`src/core/vtpg_defines.svh`:
```
// Purpose: Register offsets, field positions, reset values and timing counts of the pattern generator.
// Assumes: Included by vtpg_top and by the bench.
// Notes: Offsets are byte addresses on a 32-bit APB bus.
`ifndef VTPG_DEFINES_SVH
`define VTPG_DEFINES_SVH
`define VTPG_OFS_CTL      12'h000
`define VTPG_OFS_CFG      12'h004
`define VTPG_OFS_RED      12'h008
`define VTPG_OFS_GREEN    12'h00c
`define VTPG_OFS_BLUE     12'h010
`define VTPG_OFS_SCRL     12'h014
`define VTPG_OFS_ORDER0   12'h018
`define VTPG_OFS_ORDER1   12'h01c
`define VTPG_OFS_HTIME    12'h020
`define VTPG_OFS_VTIME    12'h024
`define VTPG_OFS_STATUS   12'h028
`define VTPG_OFS_SIZE     12'h02c
`define VTPG_CTL_SEL_LSB  0
`define VTPG_CTL_INV_BIT  5
`define VTPG_CTL_CKR_LSB  8
`define VTPG_CTL_VCOM_BIT 16
`define VTPG_CFG_INV_BIT  0
`define VTPG_CFG_18B_BIT  1
`define VTPG_CFG_INT_BIT  2
`define VTPG_CFG_EXTCK_BIT 3
`define VTPG_CFG_SCRL_BIT 4
`define VTPG_CFG_EN_BIT   5
`define VTPG_RST_CTL      32'h0000_0001
`define VTPG_RST_CFG      32'h0000_0020
`define VTPG_RST_SCRL     32'h0000_0001
`define VTPG_RST_HTIME    32'h0004_0003
`define VTPG_RST_VTIME    32'h0004_0003
`define VTPG_RST_OSCDIV   8'h01
`define VTPG_EXT_DELAY    2
`endif

```
`src/core/vtpg_pkg.sv`:
```
// Purpose: Types shared by the pattern generator files.
// Assumes: Nothing beyond the defines header.
// Notes: Pixel colour and video control travel as packed structs.
`default_nettype none
package vtpg_pkg;
    // One pixel of colour.
    typedef struct packed {
        logic [7:0] red;
        logic [7:0] green;
        logic [7:0] blue;
    } vtpg_rgb_type;
    // Video control group.
    typedef struct packed {
        logic de;
        logic hs;
        logic vs;
    } vtpg_ctl_type;
    // Timing source states, one-hot.
    typedef enum logic [2:0] {
        VTPG_TM_EXT = 3'b001,
        VTPG_TM_INT = 3'b010,
        VTPG_TM_INTX = 3'b100
    } vtpg_tmode_type;
endpackage
`default_nettype wire

```
`src/core/vtpg_palette.sv`:
```
// Purpose: Computes the colour of one pixel for a chosen pattern.
// Assumes: Inputs are registered on the caller's clock.
// Notes: Purely combinational; the caller registers the result.
`default_nettype none
module vtpg_palette
    import vtpg_pkg::*;
(
    input wire logic [4:0] pat,
    input wire logic [10:0] hpos,
    input wire logic [10:0] vpos,
    input wire logic [10:0] width,
    input wire logic [10:0] height,
    input wire vtpg_rgb_type custom,
    input wire logic [2:0] check_rgb,
    input wire logic vcom_vert,
    input wire logic pat_inv,
    output vtpg_rgb_type colour
);
    // Scales a position to an 8-bit brightness across a span.
    function automatic logic [7:0] ramp(input logic [10:0] pos, input logic [10:0] span);
        logic [18:0] prod;
        prod = {pos, 8'h00};
        if (span == 11'h000) begin
            ramp = 8'h00;
        end else begin
            ramp = 8'(prod / {8'h00, span});
        end
    endfunction
    // Expands a three-bit colour mask to full levels.
    function automatic vtpg_rgb_type full(input logic [2:0] m, input logic [7:0] lvl);
        full = '{red: m[2] ? lvl : 8'h00, green: m[1] ? lvl : 8'h00, blue: m[0] ? lvl : 8'h00};
    endfunction
    logic [7:0] hr; // Horizontal brightness.
    logic [7:0] vr; // Vertical brightness.
    logic [2:0] bar; // Colour bar index of eight.
    logic [2:0] bar_mask; // Colour bar mask.
    vtpg_rgb_type base; // Pattern before its own inversion.
    assign hr = ramp(hpos, width);
    assign vr = ramp(vpos, height);
    assign bar = hr[7:5];
    // Bars run white, yellow, cyan, green, magenta, red, blue, black.
    always_comb begin
        unique case (bar)
            3'h0: bar_mask = 3'b111;
            3'h1: bar_mask = 3'b110;
            3'h2: bar_mask = 3'b011;
            3'h3: bar_mask = 3'b010;
            3'h4: bar_mask = 3'b101;
            3'h5: bar_mask = 3'b100;
            3'h6: bar_mask = 3'b001;
            default: bar_mask = 3'b000;
        endcase
    end
    // Selects the pattern colour.
    always_comb begin
        unique case (pat)
            5'h01: base = full(3'b111, 8'hff);
            5'h02: base = full(3'b000, 8'hff);
            5'h03: base = full(3'b100, 8'hff);
            5'h04: base = full(3'b010, 8'hff);
            5'h05: base = full(3'b001, 8'hff);
            5'h06: base = full(3'b111, hr);
            5'h07: base = full(3'b100, hr);
            5'h08: base = full(3'b010, hr);
            5'h09: base = full(3'b001, hr);
            5'h0a: base = full(3'b111, vr);
            5'h0b: base = full(3'b100, vr);
            5'h0c: base = full(3'b010, vr);
            5'h0d: base = full(3'b001, vr);
            5'h0e: base = custom;
            // Squares of 32 pixels; a zero mask means plain black and white.
            5'h0f: base = (hpos[5] ^ vpos[5]) ? full((check_rgb == 3'b000) ? 3'b111 : check_rgb, 8'hff)
                                              : full(3'b000, 8'hff);
            // Alternating stripes of yellow/blue, column or row wise.
            5'h10: base = (vcom_vert ? hpos[0] : vpos[0]) ? full(3'b001, 8'hff) : full(3'b110, 8'hff);
            5'h11: base = full(bar_mask, 8'hff);
            default: base = full(3'b000, 8'h00);
        endcase
    end
    // Per-pattern inversion gives the complementary form.
    assign colour = pat_inv ? ~base : base;
endmodule // vtpg_palette
`default_nettype wire

```
`src/core/vtpg_top.sv`:
```
// Purpose: Video test pattern generator with APB register access.
// Assumes: Video inputs arrive from a pin domain; the oscillator tick is a pin as well.
// Notes: All logic runs on clk; internal timing advances on a chosen pixel tick.
//
// What this block does
// - seventeen patterns, each normal or inverted
// - patterns one to five are solid fills
// - patterns six to nine ramp horizontally
// - patterns ten to thirteen ramp vertically
// - pattern fourteen is custom 24-bit colour
// - checkerboard black/white or custom colour
// - VCOM pattern with selectable orientation
// - colour bars, never in scroll sequence
// - scroll off: static selected pattern shown
// - scroll on: timing and order registers decide
// - up to sixteen entries, repeats allowed
// - 18-bit mode zeroes two low bits
// - external timing after reset, others selectable
// - internal timing from programmed registers
// - external controls forwarded four clocks late
// - measure active width and height externally
// - no vsync: long DE low marks blank
// - global invert flips every colour bit not zeroed by 18-bit mode
// - pattern output even without video input
// - run from internal oscillator without pixel clock
//
// The register addresses and the APB slave port were decided locally.
`default_nettype none
`include "vtpg_defines.svh"
module vtpg_top
    import vtpg_pkg::*;
#(
    parameter int SEQ_LEN = 16,
    parameter int POS_W = 11
)
(
    input wire logic clk,
    input wire logic srst,
    input wire logic psel,
    input wire logic penable,
    input wire logic pwrite,
    input wire logic [11:0] paddr,
    input wire logic [31:0] pwdata,
    input wire logic [3:0] pstrb,
    output logic [31:0] prdata,
    output logic pready,
    output logic pslverr,
    input wire logic pixel_tick_in,
    input wire logic internal_oscillator,
    input wire vtpg_ctl_type video_ctl_in,
    input wire logic power_down,
    output vtpg_ctl_type video_ctl_out,
    output vtpg_rgb_type video_rgb_out
);
    // The counters and slot logic serve only these sizes.
    if (SEQ_LEN != 16 || POS_W != 11) begin : g_size_check
        $error("vtpg_top: only SEQ_LEN 16 and POS_W 11 are supported");
    end
    logic [31:0] ctl_r; // Pattern select control.
    logic [31:0] cfg_r; // Pattern configuration.
    logic [7:0] red_r; // Custom red level.
    logic [7:0] green_r; // Custom green level.
    logic [7:0] blue_r; // Custom blue level.
    logic [31:0] scrl_r; // Scroll timing control: frames per entry and last entry index.
    logic [63:0] order_r; // Scroll order slots, sixteen nibbles.
    logic [31:0] htime_r; // Internal active width in low half, last pixel index of the line in high half.
    logic [31:0] vtime_r; // Internal active height and last line index of the frame.
    logic [2:0] vin_s1_r; // First synchroniser stage for video controls.
    logic [2:0] vin_s2_r; // Second synchroniser stage.
    logic [1:0] tick_s_r; // Pixel tick synchroniser.
    logic [1:0] osc_s_r; // Oscillator synchroniser.
    logic [2:0] vd1_r; // First forwarding delay stage.
    logic [1:0] pd_s_r; // Power-down synchroniser.
    logic pd_s; // Synchronised power down.
    logic blank_done_r; // A frame end was already taken in this blanking.
    logic de_prev_r; // Previous synchronised data enable.
    logic vs_prev_r; // Previous synchronised vertical sync.
    logic [POS_W-1:0] hcnt_r; // Pixel position in line.
    logic [POS_W-1:0] vcnt_r; // Line position in frame.
    logic [POS_W-1:0] width_r; // Measured or programmed active width.
    logic [POS_W-1:0] height_r; // Measured or programmed active height.
    logic [POS_W:0] idle_r; // Consecutive pixels with data enable low.
    logic frame_end; // One-cycle pulse at each frame boundary.
    logic [3:0] slot_r; // Current scroll entry.
    logic [7:0] frames_r; // Frames shown of the current entry.
    logic [4:0] pat; // Pattern in effect.
    logic [3:0] pick; // Nibble read from the order slots.
    vtpg_rgb_type colour; // Palette output.
    vtpg_tmode_type tmode; // Timing source.
    logic step; // Pixel advance in internal timing.
    logic wr_en; // APB write strobe in access phase.
    logic de_s;
    logic vs_s;
    assign de_s = vin_s2_r[2];
    assign vs_s = vin_s2_r[0];
    assign pd_s = pd_s_r[1];
    assign pready = 1'b1;
    assign wr_en = psel && penable && pwrite;
    // Timing source from configuration; external after reset.
    always_comb begin
        if (!cfg_r[`VTPG_CFG_INT_BIT]) begin
            tmode = VTPG_TM_EXT;
        end else if (cfg_r[`VTPG_CFG_EXTCK_BIT]) begin
            tmode = VTPG_TM_INTX;
        end else begin
            tmode = VTPG_TM_INT;
        end
    end
    // Register writes, byte strobes honoured on wide registers.
    always_ff @(posedge clk) begin
        if (srst) begin
            ctl_r <= `VTPG_RST_CTL;
            cfg_r <= `VTPG_RST_CFG;
            red_r <= 8'h00;
            green_r <= 8'h00;
            blue_r <= 8'h00;
            scrl_r <= `VTPG_RST_SCRL;
            order_r <= 64'h0;
            htime_r <= `VTPG_RST_HTIME;
            vtime_r <= `VTPG_RST_VTIME;
        end else if (wr_en) begin
            for (int b = 0; b < 4; b++) begin
                if (pstrb[b]) begin
                    unique case (paddr)
                        `VTPG_OFS_CTL: ctl_r[b*8 +: 8] <= pwdata[b*8 +: 8];
                        `VTPG_OFS_CFG: cfg_r[b*8 +: 8] <= pwdata[b*8 +: 8];
                        `VTPG_OFS_SCRL: scrl_r[b*8 +: 8] <= pwdata[b*8 +: 8];
                        `VTPG_OFS_ORDER0: order_r[b*8 +: 8] <= pwdata[b*8 +: 8];
                        `VTPG_OFS_ORDER1: order_r[32 + b*8 +: 8] <= pwdata[b*8 +: 8];
                        `VTPG_OFS_HTIME: htime_r[b*8 +: 8] <= pwdata[b*8 +: 8];
                        `VTPG_OFS_VTIME: vtime_r[b*8 +: 8] <= pwdata[b*8 +: 8];
                        default: ;
                    endcase
                end
            end
            if (pstrb[0]) begin
                if (paddr == `VTPG_OFS_RED) red_r <= pwdata[7:0];
                if (paddr == `VTPG_OFS_GREEN) green_r <= pwdata[7:0];
                if (paddr == `VTPG_OFS_BLUE) blue_r <= pwdata[7:0];
            end
        end
    end
    // Read mux, registered for data; unmapped addresses answer an error.
    always_ff @(posedge clk) begin
        if (srst) begin
            prdata <= 32'h0;
        end else if (psel && !penable && !pwrite) begin
            unique case (paddr)
                `VTPG_OFS_CTL: prdata <= ctl_r;
                `VTPG_OFS_CFG: prdata <= cfg_r;
                `VTPG_OFS_RED: prdata <= {24'h0, red_r};
                `VTPG_OFS_GREEN: prdata <= {24'h0, green_r};
                `VTPG_OFS_BLUE: prdata <= {24'h0, blue_r};
                `VTPG_OFS_SCRL: prdata <= scrl_r;
                `VTPG_OFS_ORDER0: prdata <= order_r[31:0];
                `VTPG_OFS_ORDER1: prdata <= order_r[63:32];
                `VTPG_OFS_HTIME: prdata <= htime_r;
                `VTPG_OFS_VTIME: prdata <= vtime_r;
                `VTPG_OFS_STATUS: prdata <= {19'h0, tmode, slot_r, 1'b0, pat};
                `VTPG_OFS_SIZE: prdata <= {5'h0, height_r, 5'h0, width_r};
                default: prdata <= 32'h0;
            endcase
        end
    end
    // Error flag for unmapped offsets during the access phase.
    always_comb begin
        pslverr = 1'b0;
        if (psel && penable && (paddr > `VTPG_OFS_SIZE || paddr[1:0] != 2'b00)) begin
            pslverr = 1'b1;
        end
    end
    // Two-flop synchronisers on all pin inputs.
    always_ff @(posedge clk) begin
        if (srst) begin
            vin_s1_r <= 3'b000;
            vin_s2_r <= 3'b000;
            tick_s_r <= 2'b00;
            osc_s_r <= 2'b00;
            pd_s_r <= 2'b00;
        end else begin
            vin_s1_r <= video_ctl_in;
            vin_s2_r <= vin_s1_r;
            tick_s_r <= {tick_s_r[0], pixel_tick_in};
            osc_s_r <= {osc_s_r[0], internal_oscillator};
            pd_s_r <= {pd_s_r[0], power_down};
        end
    end
    // Internal timing steps on the oscillator unless the external pixel clock is chosen.
    assign step = (tmode == VTPG_TM_INTX) ? tick_s_r[1] : osc_s_r[1];
    // External controls are delayed two stages, matching the colour pipeline.
    always_ff @(posedge clk) begin
        if (srst) begin
            vd1_r <= 3'b000;
        end else begin
            vd1_r <= vin_s2_r;
        end
    end
    // Previous-value flags for edge detection.
    always_ff @(posedge clk) begin
        if (srst) begin
            de_prev_r <= 1'b0;
            vs_prev_r <= 1'b0;
        end else begin
            de_prev_r <= de_s;
            vs_prev_r <= vs_s;
        end
    end
    // Frame end: vsync rise or long idle stretch in external timing; last pixel of the last line in internal timing.
    assign frame_end = (tmode == VTPG_TM_EXT)
        ? (!blank_done_r && ((vs_s && !vs_prev_r) || (idle_r == {width_r, 1'b0} + 12'h001)))
        : (step && hcnt_r == htime_r[26:16] && vcnt_r == vtime_r[26:16]);
    // Vsync and the idle count may both mark one blanking; only the first counts.
    always_ff @(posedge clk) begin
        if (srst) begin
            blank_done_r <= 1'b0;
        end else if (frame_end) begin
            blank_done_r <= 1'b1;
        end else if (de_s) begin
            blank_done_r <= 1'b0;
        end
    end
    // Idle counter of consecutive data-enable-low pixels; saturates at all ones.
    always_ff @(posedge clk) begin
        if (srst || de_s) begin
            idle_r <= '0;
        end else if (idle_r != {1'b1, {POS_W{1'b1}}}) begin
            idle_r <= idle_r + 1'b1;
        end
    end
    // Position counters and size measurement.
    always_ff @(posedge clk) begin
        if (srst) begin
            hcnt_r <= '0;
            vcnt_r <= '0;
            width_r <= '0;
            height_r <= '0;
        end else if (tmode == VTPG_TM_EXT) begin
            if (de_s) begin
                hcnt_r <= hcnt_r + 1'b1;
            end else if (de_prev_r) begin
                width_r <= hcnt_r;
                hcnt_r <= '0;
                vcnt_r <= vcnt_r + 1'b1;
            end
            if (frame_end) begin
                height_r <= vcnt_r;
                vcnt_r <= '0;
            end
        end else begin
            width_r <= htime_r[10:0];
            height_r <= vtime_r[10:0];
            if (step) begin
                if (hcnt_r >= htime_r[26:16]) begin
                    hcnt_r <= '0;
                    vcnt_r <= (vcnt_r >= vtime_r[26:16]) ? '0 : vcnt_r + 1'b1;
                end else begin
                    hcnt_r <= hcnt_r + 1'b1;
                end
            end
        end
    end
    // Scroll sequencer: advance after programmed frames, wrap after count.
    always_ff @(posedge clk) begin
        if (srst || !cfg_r[`VTPG_CFG_SCRL_BIT]) begin
            slot_r <= 4'h0;
            frames_r <= 8'h00;
        end else if (frame_end) begin
            if (frames_r + 8'h01 >= scrl_r[7:0]) begin
                frames_r <= 8'h00;
                slot_r <= (slot_r >= scrl_r[11:8]) ? 4'h0 : slot_r + 4'h1;
            end else begin
                frames_r <= frames_r + 8'h01;
            end
        end
    end
    // A slot nibble n picks pattern n+1; colour bars cannot be reached.
    assign pick = order_r[slot_r*4 +: 4];
    assign pat = cfg_r[`VTPG_CFG_SCRL_BIT] ? {1'b0, pick} + 5'h01 : ctl_r[4:0];
    vtpg_palette u_palette (
        .pat(pat),
        .hpos(hcnt_r),
        .vpos(vcnt_r),
        .width(width_r),
        .height(height_r),
        .custom('{red: red_r, green: green_r, blue: blue_r}),
        .check_rgb(ctl_r[10:8]),
        .vcom_vert(ctl_r[`VTPG_CTL_VCOM_BIT]),
        .pat_inv(ctl_r[`VTPG_CTL_INV_BIT]),
        .colour(colour)
    );
    // Output stage; runs whenever enabled and not powered down, with or without input.
    always_ff @(posedge clk) begin
        if (srst || pd_s || !cfg_r[`VTPG_CFG_EN_BIT]) begin
            video_rgb_out <= '0;
            video_ctl_out <= '0;
        end else begin
            video_rgb_out <= (cfg_r[`VTPG_CFG_INV_BIT] ? ~colour : colour)
                & (cfg_r[`VTPG_CFG_18B_BIT] ? 24'hfc_fcfc : 24'hff_ffff);
            if (tmode == VTPG_TM_EXT) begin
                video_ctl_out <= vd1_r;
            end else begin
                video_ctl_out <= '{de: (hcnt_r < htime_r[10:0]) && (vcnt_r < vtime_r[10:0]),
                                   hs: hcnt_r == htime_r[26:16], vs: vcnt_r == vtime_r[26:16]};
            end
        end
    end
    // Low two bits of each colour stay zero in 18-bit mode.
    bits_18_a: assert property (@(posedge clk) disable iff (srst)
        $past(cfg_r[`VTPG_CFG_18B_BIT]) |-> video_rgb_out[1:0] == 2'b00
        && video_rgb_out[9:8] == 2'b00 && video_rgb_out[17:16] == 2'b00)
        else $error("18-bit mode drove a low colour bit");
    // External controls appear two registered stages after synchronisation.
    ext_delay_a: assert property (@(posedge clk) disable iff (srst)
        (tmode == VTPG_TM_EXT && $past(tmode == VTPG_TM_EXT) && !pd_s && cfg_r[`VTPG_CFG_EN_BIT]
         && $past(!pd_s && cfg_r[`VTPG_CFG_EN_BIT]))
        |-> video_ctl_out == $past(vin_s2_r, 2))
        else $error("external controls not delayed by two");
    // Scroll never selects colour bars.
    no_bars_a: assert property (@(posedge clk) disable iff (srst)
        cfg_r[`VTPG_CFG_SCRL_BIT] |-> pat != 5'h11)
        else $error("scroll selected colour bars");
    // With scroll off the static selection is used.
    static_sel_a: assert property (@(posedge clk) disable iff (srst)
        !cfg_r[`VTPG_CFG_SCRL_BIT] |-> pat == ctl_r[4:0] ##1 slot_r == 4'h0)
        else $error("static pattern not selected");
    // Slot stays put between frame ends.
    slot_hold_a: assert property (@(posedge clk) disable iff (srst)
        (!frame_end && cfg_r[`VTPG_CFG_SCRL_BIT]) |=> $stable(slot_r))
        else $error("scroll slot moved without a frame end");
    // Slot never passes the programmed last entry.
    slot_wrap_a: assert property (@(posedge clk) disable iff (srst)
        (frame_end && slot_r >= scrl_r[11:8] && frames_r + 8'h01 >= scrl_r[7:0]
         && cfg_r[`VTPG_CFG_SCRL_BIT]) |=> slot_r == 4'h0)
        else $error("scroll did not wrap");
    // Reset leaves external timing selected.
    ext_reset_a: assert property (@(posedge clk) srst |=> tmode == VTPG_TM_EXT)
        else $error("timing not external after reset");
    // Global invert flips the palette colour.
    invert_a: assert property (@(posedge clk) disable iff (srst)
        ($past(cfg_r[`VTPG_CFG_INV_BIT] && !cfg_r[`VTPG_CFG_18B_BIT] && cfg_r[`VTPG_CFG_EN_BIT] && !pd_s))
        |-> video_rgb_out == ~$past(colour))
        else $error("global invert not applied");
    // No two external frame ends on consecutive clocks.
    frame_once_a: assert property (@(posedge clk) disable iff (srst)
        (tmode == VTPG_TM_EXT && frame_end) |=> !(tmode == VTPG_TM_EXT && frame_end))
        else $error("two external frame ends in a row");
    // Power down blanks both output groups.
    power_off_a: assert property (@(posedge clk) disable iff (srst)
        pd_s |=> video_rgb_out == 24'h00_0000 && video_ctl_out == 3'b000)
        else $error("outputs active while powered down");
    // Active width latches the pixel count at the fall of data enable.
    width_meas_a: assert property (@(posedge clk) disable iff (srst)
        (tmode == VTPG_TM_EXT && !de_s && de_prev_r) |=> width_r == $past(hcnt_r))
        else $error("active width not measured");
    // Internal timing takes its active width from the register.
    int_width_a: assert property (@(posedge clk) disable iff (srst)
        (tmode != VTPG_TM_EXT) |=> width_r == $past(htime_r[10:0]))
        else $error("internal width not programmed");
endmodule // vtpg_top
`default_nettype wire
```
`config.mk`:
```
export PLATFORM = sky130hd
export DESIGN_NAME = vtpg_top
export DESIGN_NICKNAME = d
export VERILOG_FILES = /design/src/core/vtpg_pkg.sv /design/src/core/vtpg_palette.sv /design/src/core/vtpg_top.sv
export VERILOG_INCLUDE_DIRS = /design/src /design/src/core
export SDC_FILE = /design/constraint.sdc
export NUM_CORES = 2
export LEC_CHECK = 0
export ABC_AREA = 1
export BUFFER_PORTS_ARGS = -buffer_cell sky130_fd_sc_hd__buf_4
export CAP_MARGIN = 10
export CORE_MARGIN = 1
export CORE_UTILIZATION = 44
export DETAILED_ROUTE_END_ITERATION = 12
export GPL_ROUTABILITY_DRIVEN = 0
export PLACE_DENSITY_LB_ADDON = 0.1
export SLEW_MARGIN = 20
export SYNTH_ARGS = -nofsm -noshare
export SYNTH_HDL_FRONTEND = slang
export SYNTH_SLANG_ARGS = --single-unit
```
`constraint.sdc`:
```
create_clock -name clk -period 39.3 [get_ports clk]
set_input_delay 7.86 -clock clk [delete_from_list [all_inputs] [get_ports clk]]
set_output_delay 7.86 -clock clk [all_outputs]
set_load 0.1 [all_outputs]
```
==> metrics.csv <==
metric,value,unit
status,"complete, no violations",
end_kind,register,
antenna_left,0,
drv_cap,0,
yosysTopAreaCell,dfxtp_1,
yosys_register_bits,391,
grt_pass1_wl,195000,microns
synth_area_per_cell,6.65,sq um
start_util,44.4,%
antenna_found_initial,2,
top_level_ports,120,
ctsHoldBuffers,0,
syn_area,37700,sq um
final_max_slew_viol_count,0,
fillers,8728,
period_share,91.2,%
synth_area_leaders,"dfxtp_1, ha_1, nand2_1, inv_1, o21ai_0",
yosysSeqAreaShare,20.7,%
synth_commonest_cells,"nand2_1, inv_1, o21ai_0",
layout-drive-gt1-share,13.0,%
start_kind,register,
clockRootBuffer,clkbuf_16,
clock_sinks,391,
wl_per_cell,18.0,microns
synth_most_common_cell,nand2_1,
crit_path_frequent_cell,nand2_1,
required,39.81,ns
synth_fp_nets,6100,
hold_violations,0,
nets,6256,
finalClockSkew,0.0597,ns
clkLatencyLatePin,0.62,ns
cts_tree,done,
synth_ff_type,dfxtp_1,
yosys_warnings,0,
synth_edf_count,0,
via_per_inst,5.41,
crit_arrival,36.37,ns
fp-row-count,107,
ys_async_sr_fraction,0,%
die-area,87000,sq um
fin_ws,3.45,ns
drc,0,
crit_path_max_incr_delay,0.50,ns
grt_pass1_vias,34800,
crit_fanout,25,
max-clock-path-buffers,3,
die_x,295,microns
cts_inserted_buffers,42,
dr.pass1.iters,6,
grt_overflow,0,
hold_path_class,reg -> reg,
syn_inst,5679,
synth_cell_type_count,88,
critical_path_class,reg -> reg,
cts.clk_slew.worst_paths,0.06,ns
drt_iter0_markers,2690,
multi_input_area,26000,sq um
post-dp-hpwl,97500,microns
vias,37900,
fmax,0.0279,GHz
htreeDepth,2,
routed_wirelength,126000,microns
setup_violations,0,
timing.hold.ws,0.395,ns
tightest_slew,1.13,ns
cp_slowest_cell,nor4_1,
grt_max_degree,115,
antenna_cells,0,
portBuffers,118,
min_period,35.85,ns
fin_setup_tns,0,ns
slew_headroom,24.2,%
core,85000,sq um
place_ws,-1.20,ns
fp.dieH,295,microns
netlist.area_leader.share,20.7,%
grt_usage,28.3,%
area_growth_syn_to_layout,11.8,%
regArea,7830,sq um
-- cell families (layout without fill, tap and decap cells) --
family | after synthesis | after routing | synth area share, %
AND/OR/NAND/NOR | 2078 | 2079 | 26.8
AO/OA/AOI/OAI | 1527 | 1528 | 23.0
buffers and inverters | 1046 | 1230 | 11.0
flip-flops | 391 | 391 | 20.7
adder cells (fa/ha/maj) | 362 | 362 | 12.0
XOR/XNOR | 273 | 273 | 6.37
other | 1 | 1 | 0.00994
multiplexers | 1 | 1 | 0.0265
-- cell usage in the layout, fill, tap and decap left out, drive strengths merged, types with 13 or more instances in the layout --
cell type	Yosys	layout
a211oi	52	52
a21o	19	19
a21oi	549	550
a221oi	24	24
a31oi	34	34
buf	28	278
clkbuf	142	64
clkinv	18	25
dfxtp	391	391
ha	360	360
inv	856	851
nand2	1057	1057
nand3	322	322
nand4	67	68
nor2	478	478
nor3	72	72
nor3b	13	13
nor4	13	13
o211ai	17	17
o21a	14	14
o21ai	576	576
o21bai	42	42
o221ai	22	22
o22ai	107	107
o31ai	25	25
o41ai	17	17
or2	34	34
xnor2	99	99
xor2	174	174
-- per-layer routing --
metal	GRT usage (%)	wire [microns]	vias to the layer above	part of all wire [%]
li1	-	-	19400	-
met1	37.9	58600	17300	46
met2	46.1	56300	946	45
met3	3.53	6500	234	5.1
met4	10.5	4940	4	3.9
met5	0	26	-	0.021
-- registers in the layout (all words and copies together) (netlist names), 3 cells and up --
name / cells
vcnt_r: 11
cfg_r: 32
vin_s2_r: 3
slot_r: 4
htime_r: 32
blue_r: 8
red_r: 8
order_r: 64
vin_s1_r: 3
hcnt_r: 11
scrl_r: 32
vd1_r: 3
width_r: 11
video_ctl_out: 3
frames_r: 8
ctl_r: 32
height_r: 11
video_rgb_out: 24
vtime_r: 32
green_r: 8
idle_r: 12
prdata: 32
-- cell type report --
cell class | count | share of cell area, %
Inverter | 876 | 8.03
Clock buffer | 64 | 3.06
Clock inverter | 10 | 0.415
Timing Repair Buffer | 278 | 4.95
Timing Repair inverter | 2 | 0.0237
Tap cell | 1144 | 3.39
Sequential cell | 391 | 18.6
Multi-Input combinational cell | 4244 | 61.6
-- path summary, 6_finish.rpt --
| kind | startpoint | end | slack [ns] | cells after the start |
|---|---|---|---|---|
| hold / removal | tick_s_r[0]$_SDFF_PP0_ | tick_s_r[1]$_SDFF_PP0_ | 0.40 | 2 |
| setup / recovery | width_r[0]$_SDFFE_PP0P_ | video_rgb_out[8]$_SDFF_PP0_ | 3.45 | 236 |
| hold reg to reg | tick_s_r[0]$_SDFF_PP0_ | tick_s_r[1]$_SDFF_PP0_ | 0.40 | 2 |
| setup reg to reg | width_r[0]$_SDFFE_PP0P_ | video_rgb_out[8]$_SDFF_PP0_ | 3.45 | 236 |
-- repair_timing --
| action | in CTS | in global routing |
|---|---|---|
| cloned | 0 | 4 |
| endpoints found under the hold margin | 0 | 0 |
| pin swaps | 2 | 13 |
| gates resized for setup | 6 | 83 |
| buffers inserted | 5 | 58 |
| setup endpoints to repair | 3 | 9 |
-- through the flow --
step | std cells | area, sq um | util, %
after CTS | 6947 | 41500 | 48.8
after detailed placement | 6868 | 40000 | 47.0
after global routing | 7009 | 42200 | 49.7
after global placement | 6868 | 40000 | 47.0
after floorplan | 5679 | 37700 | -
final | 7009 | 42200 | 49.7
-- critical path: cells and delay by family, from the launching register on --
kind	cells	cell delay, ns
AND/OR/NAND/NOR	91	11.06
flip-flops	1	0.30
XOR/XNOR	3	0.43
adder cells (fa/ha/maj)	19	6.27
AO/OA/AOI/OAI	85	13.30
buffers and inverters	38	4.33
Power is left out: the tool's default activity adds up to more than one toggle a clock period on the data nets, which glitch-free logic cannot reach.
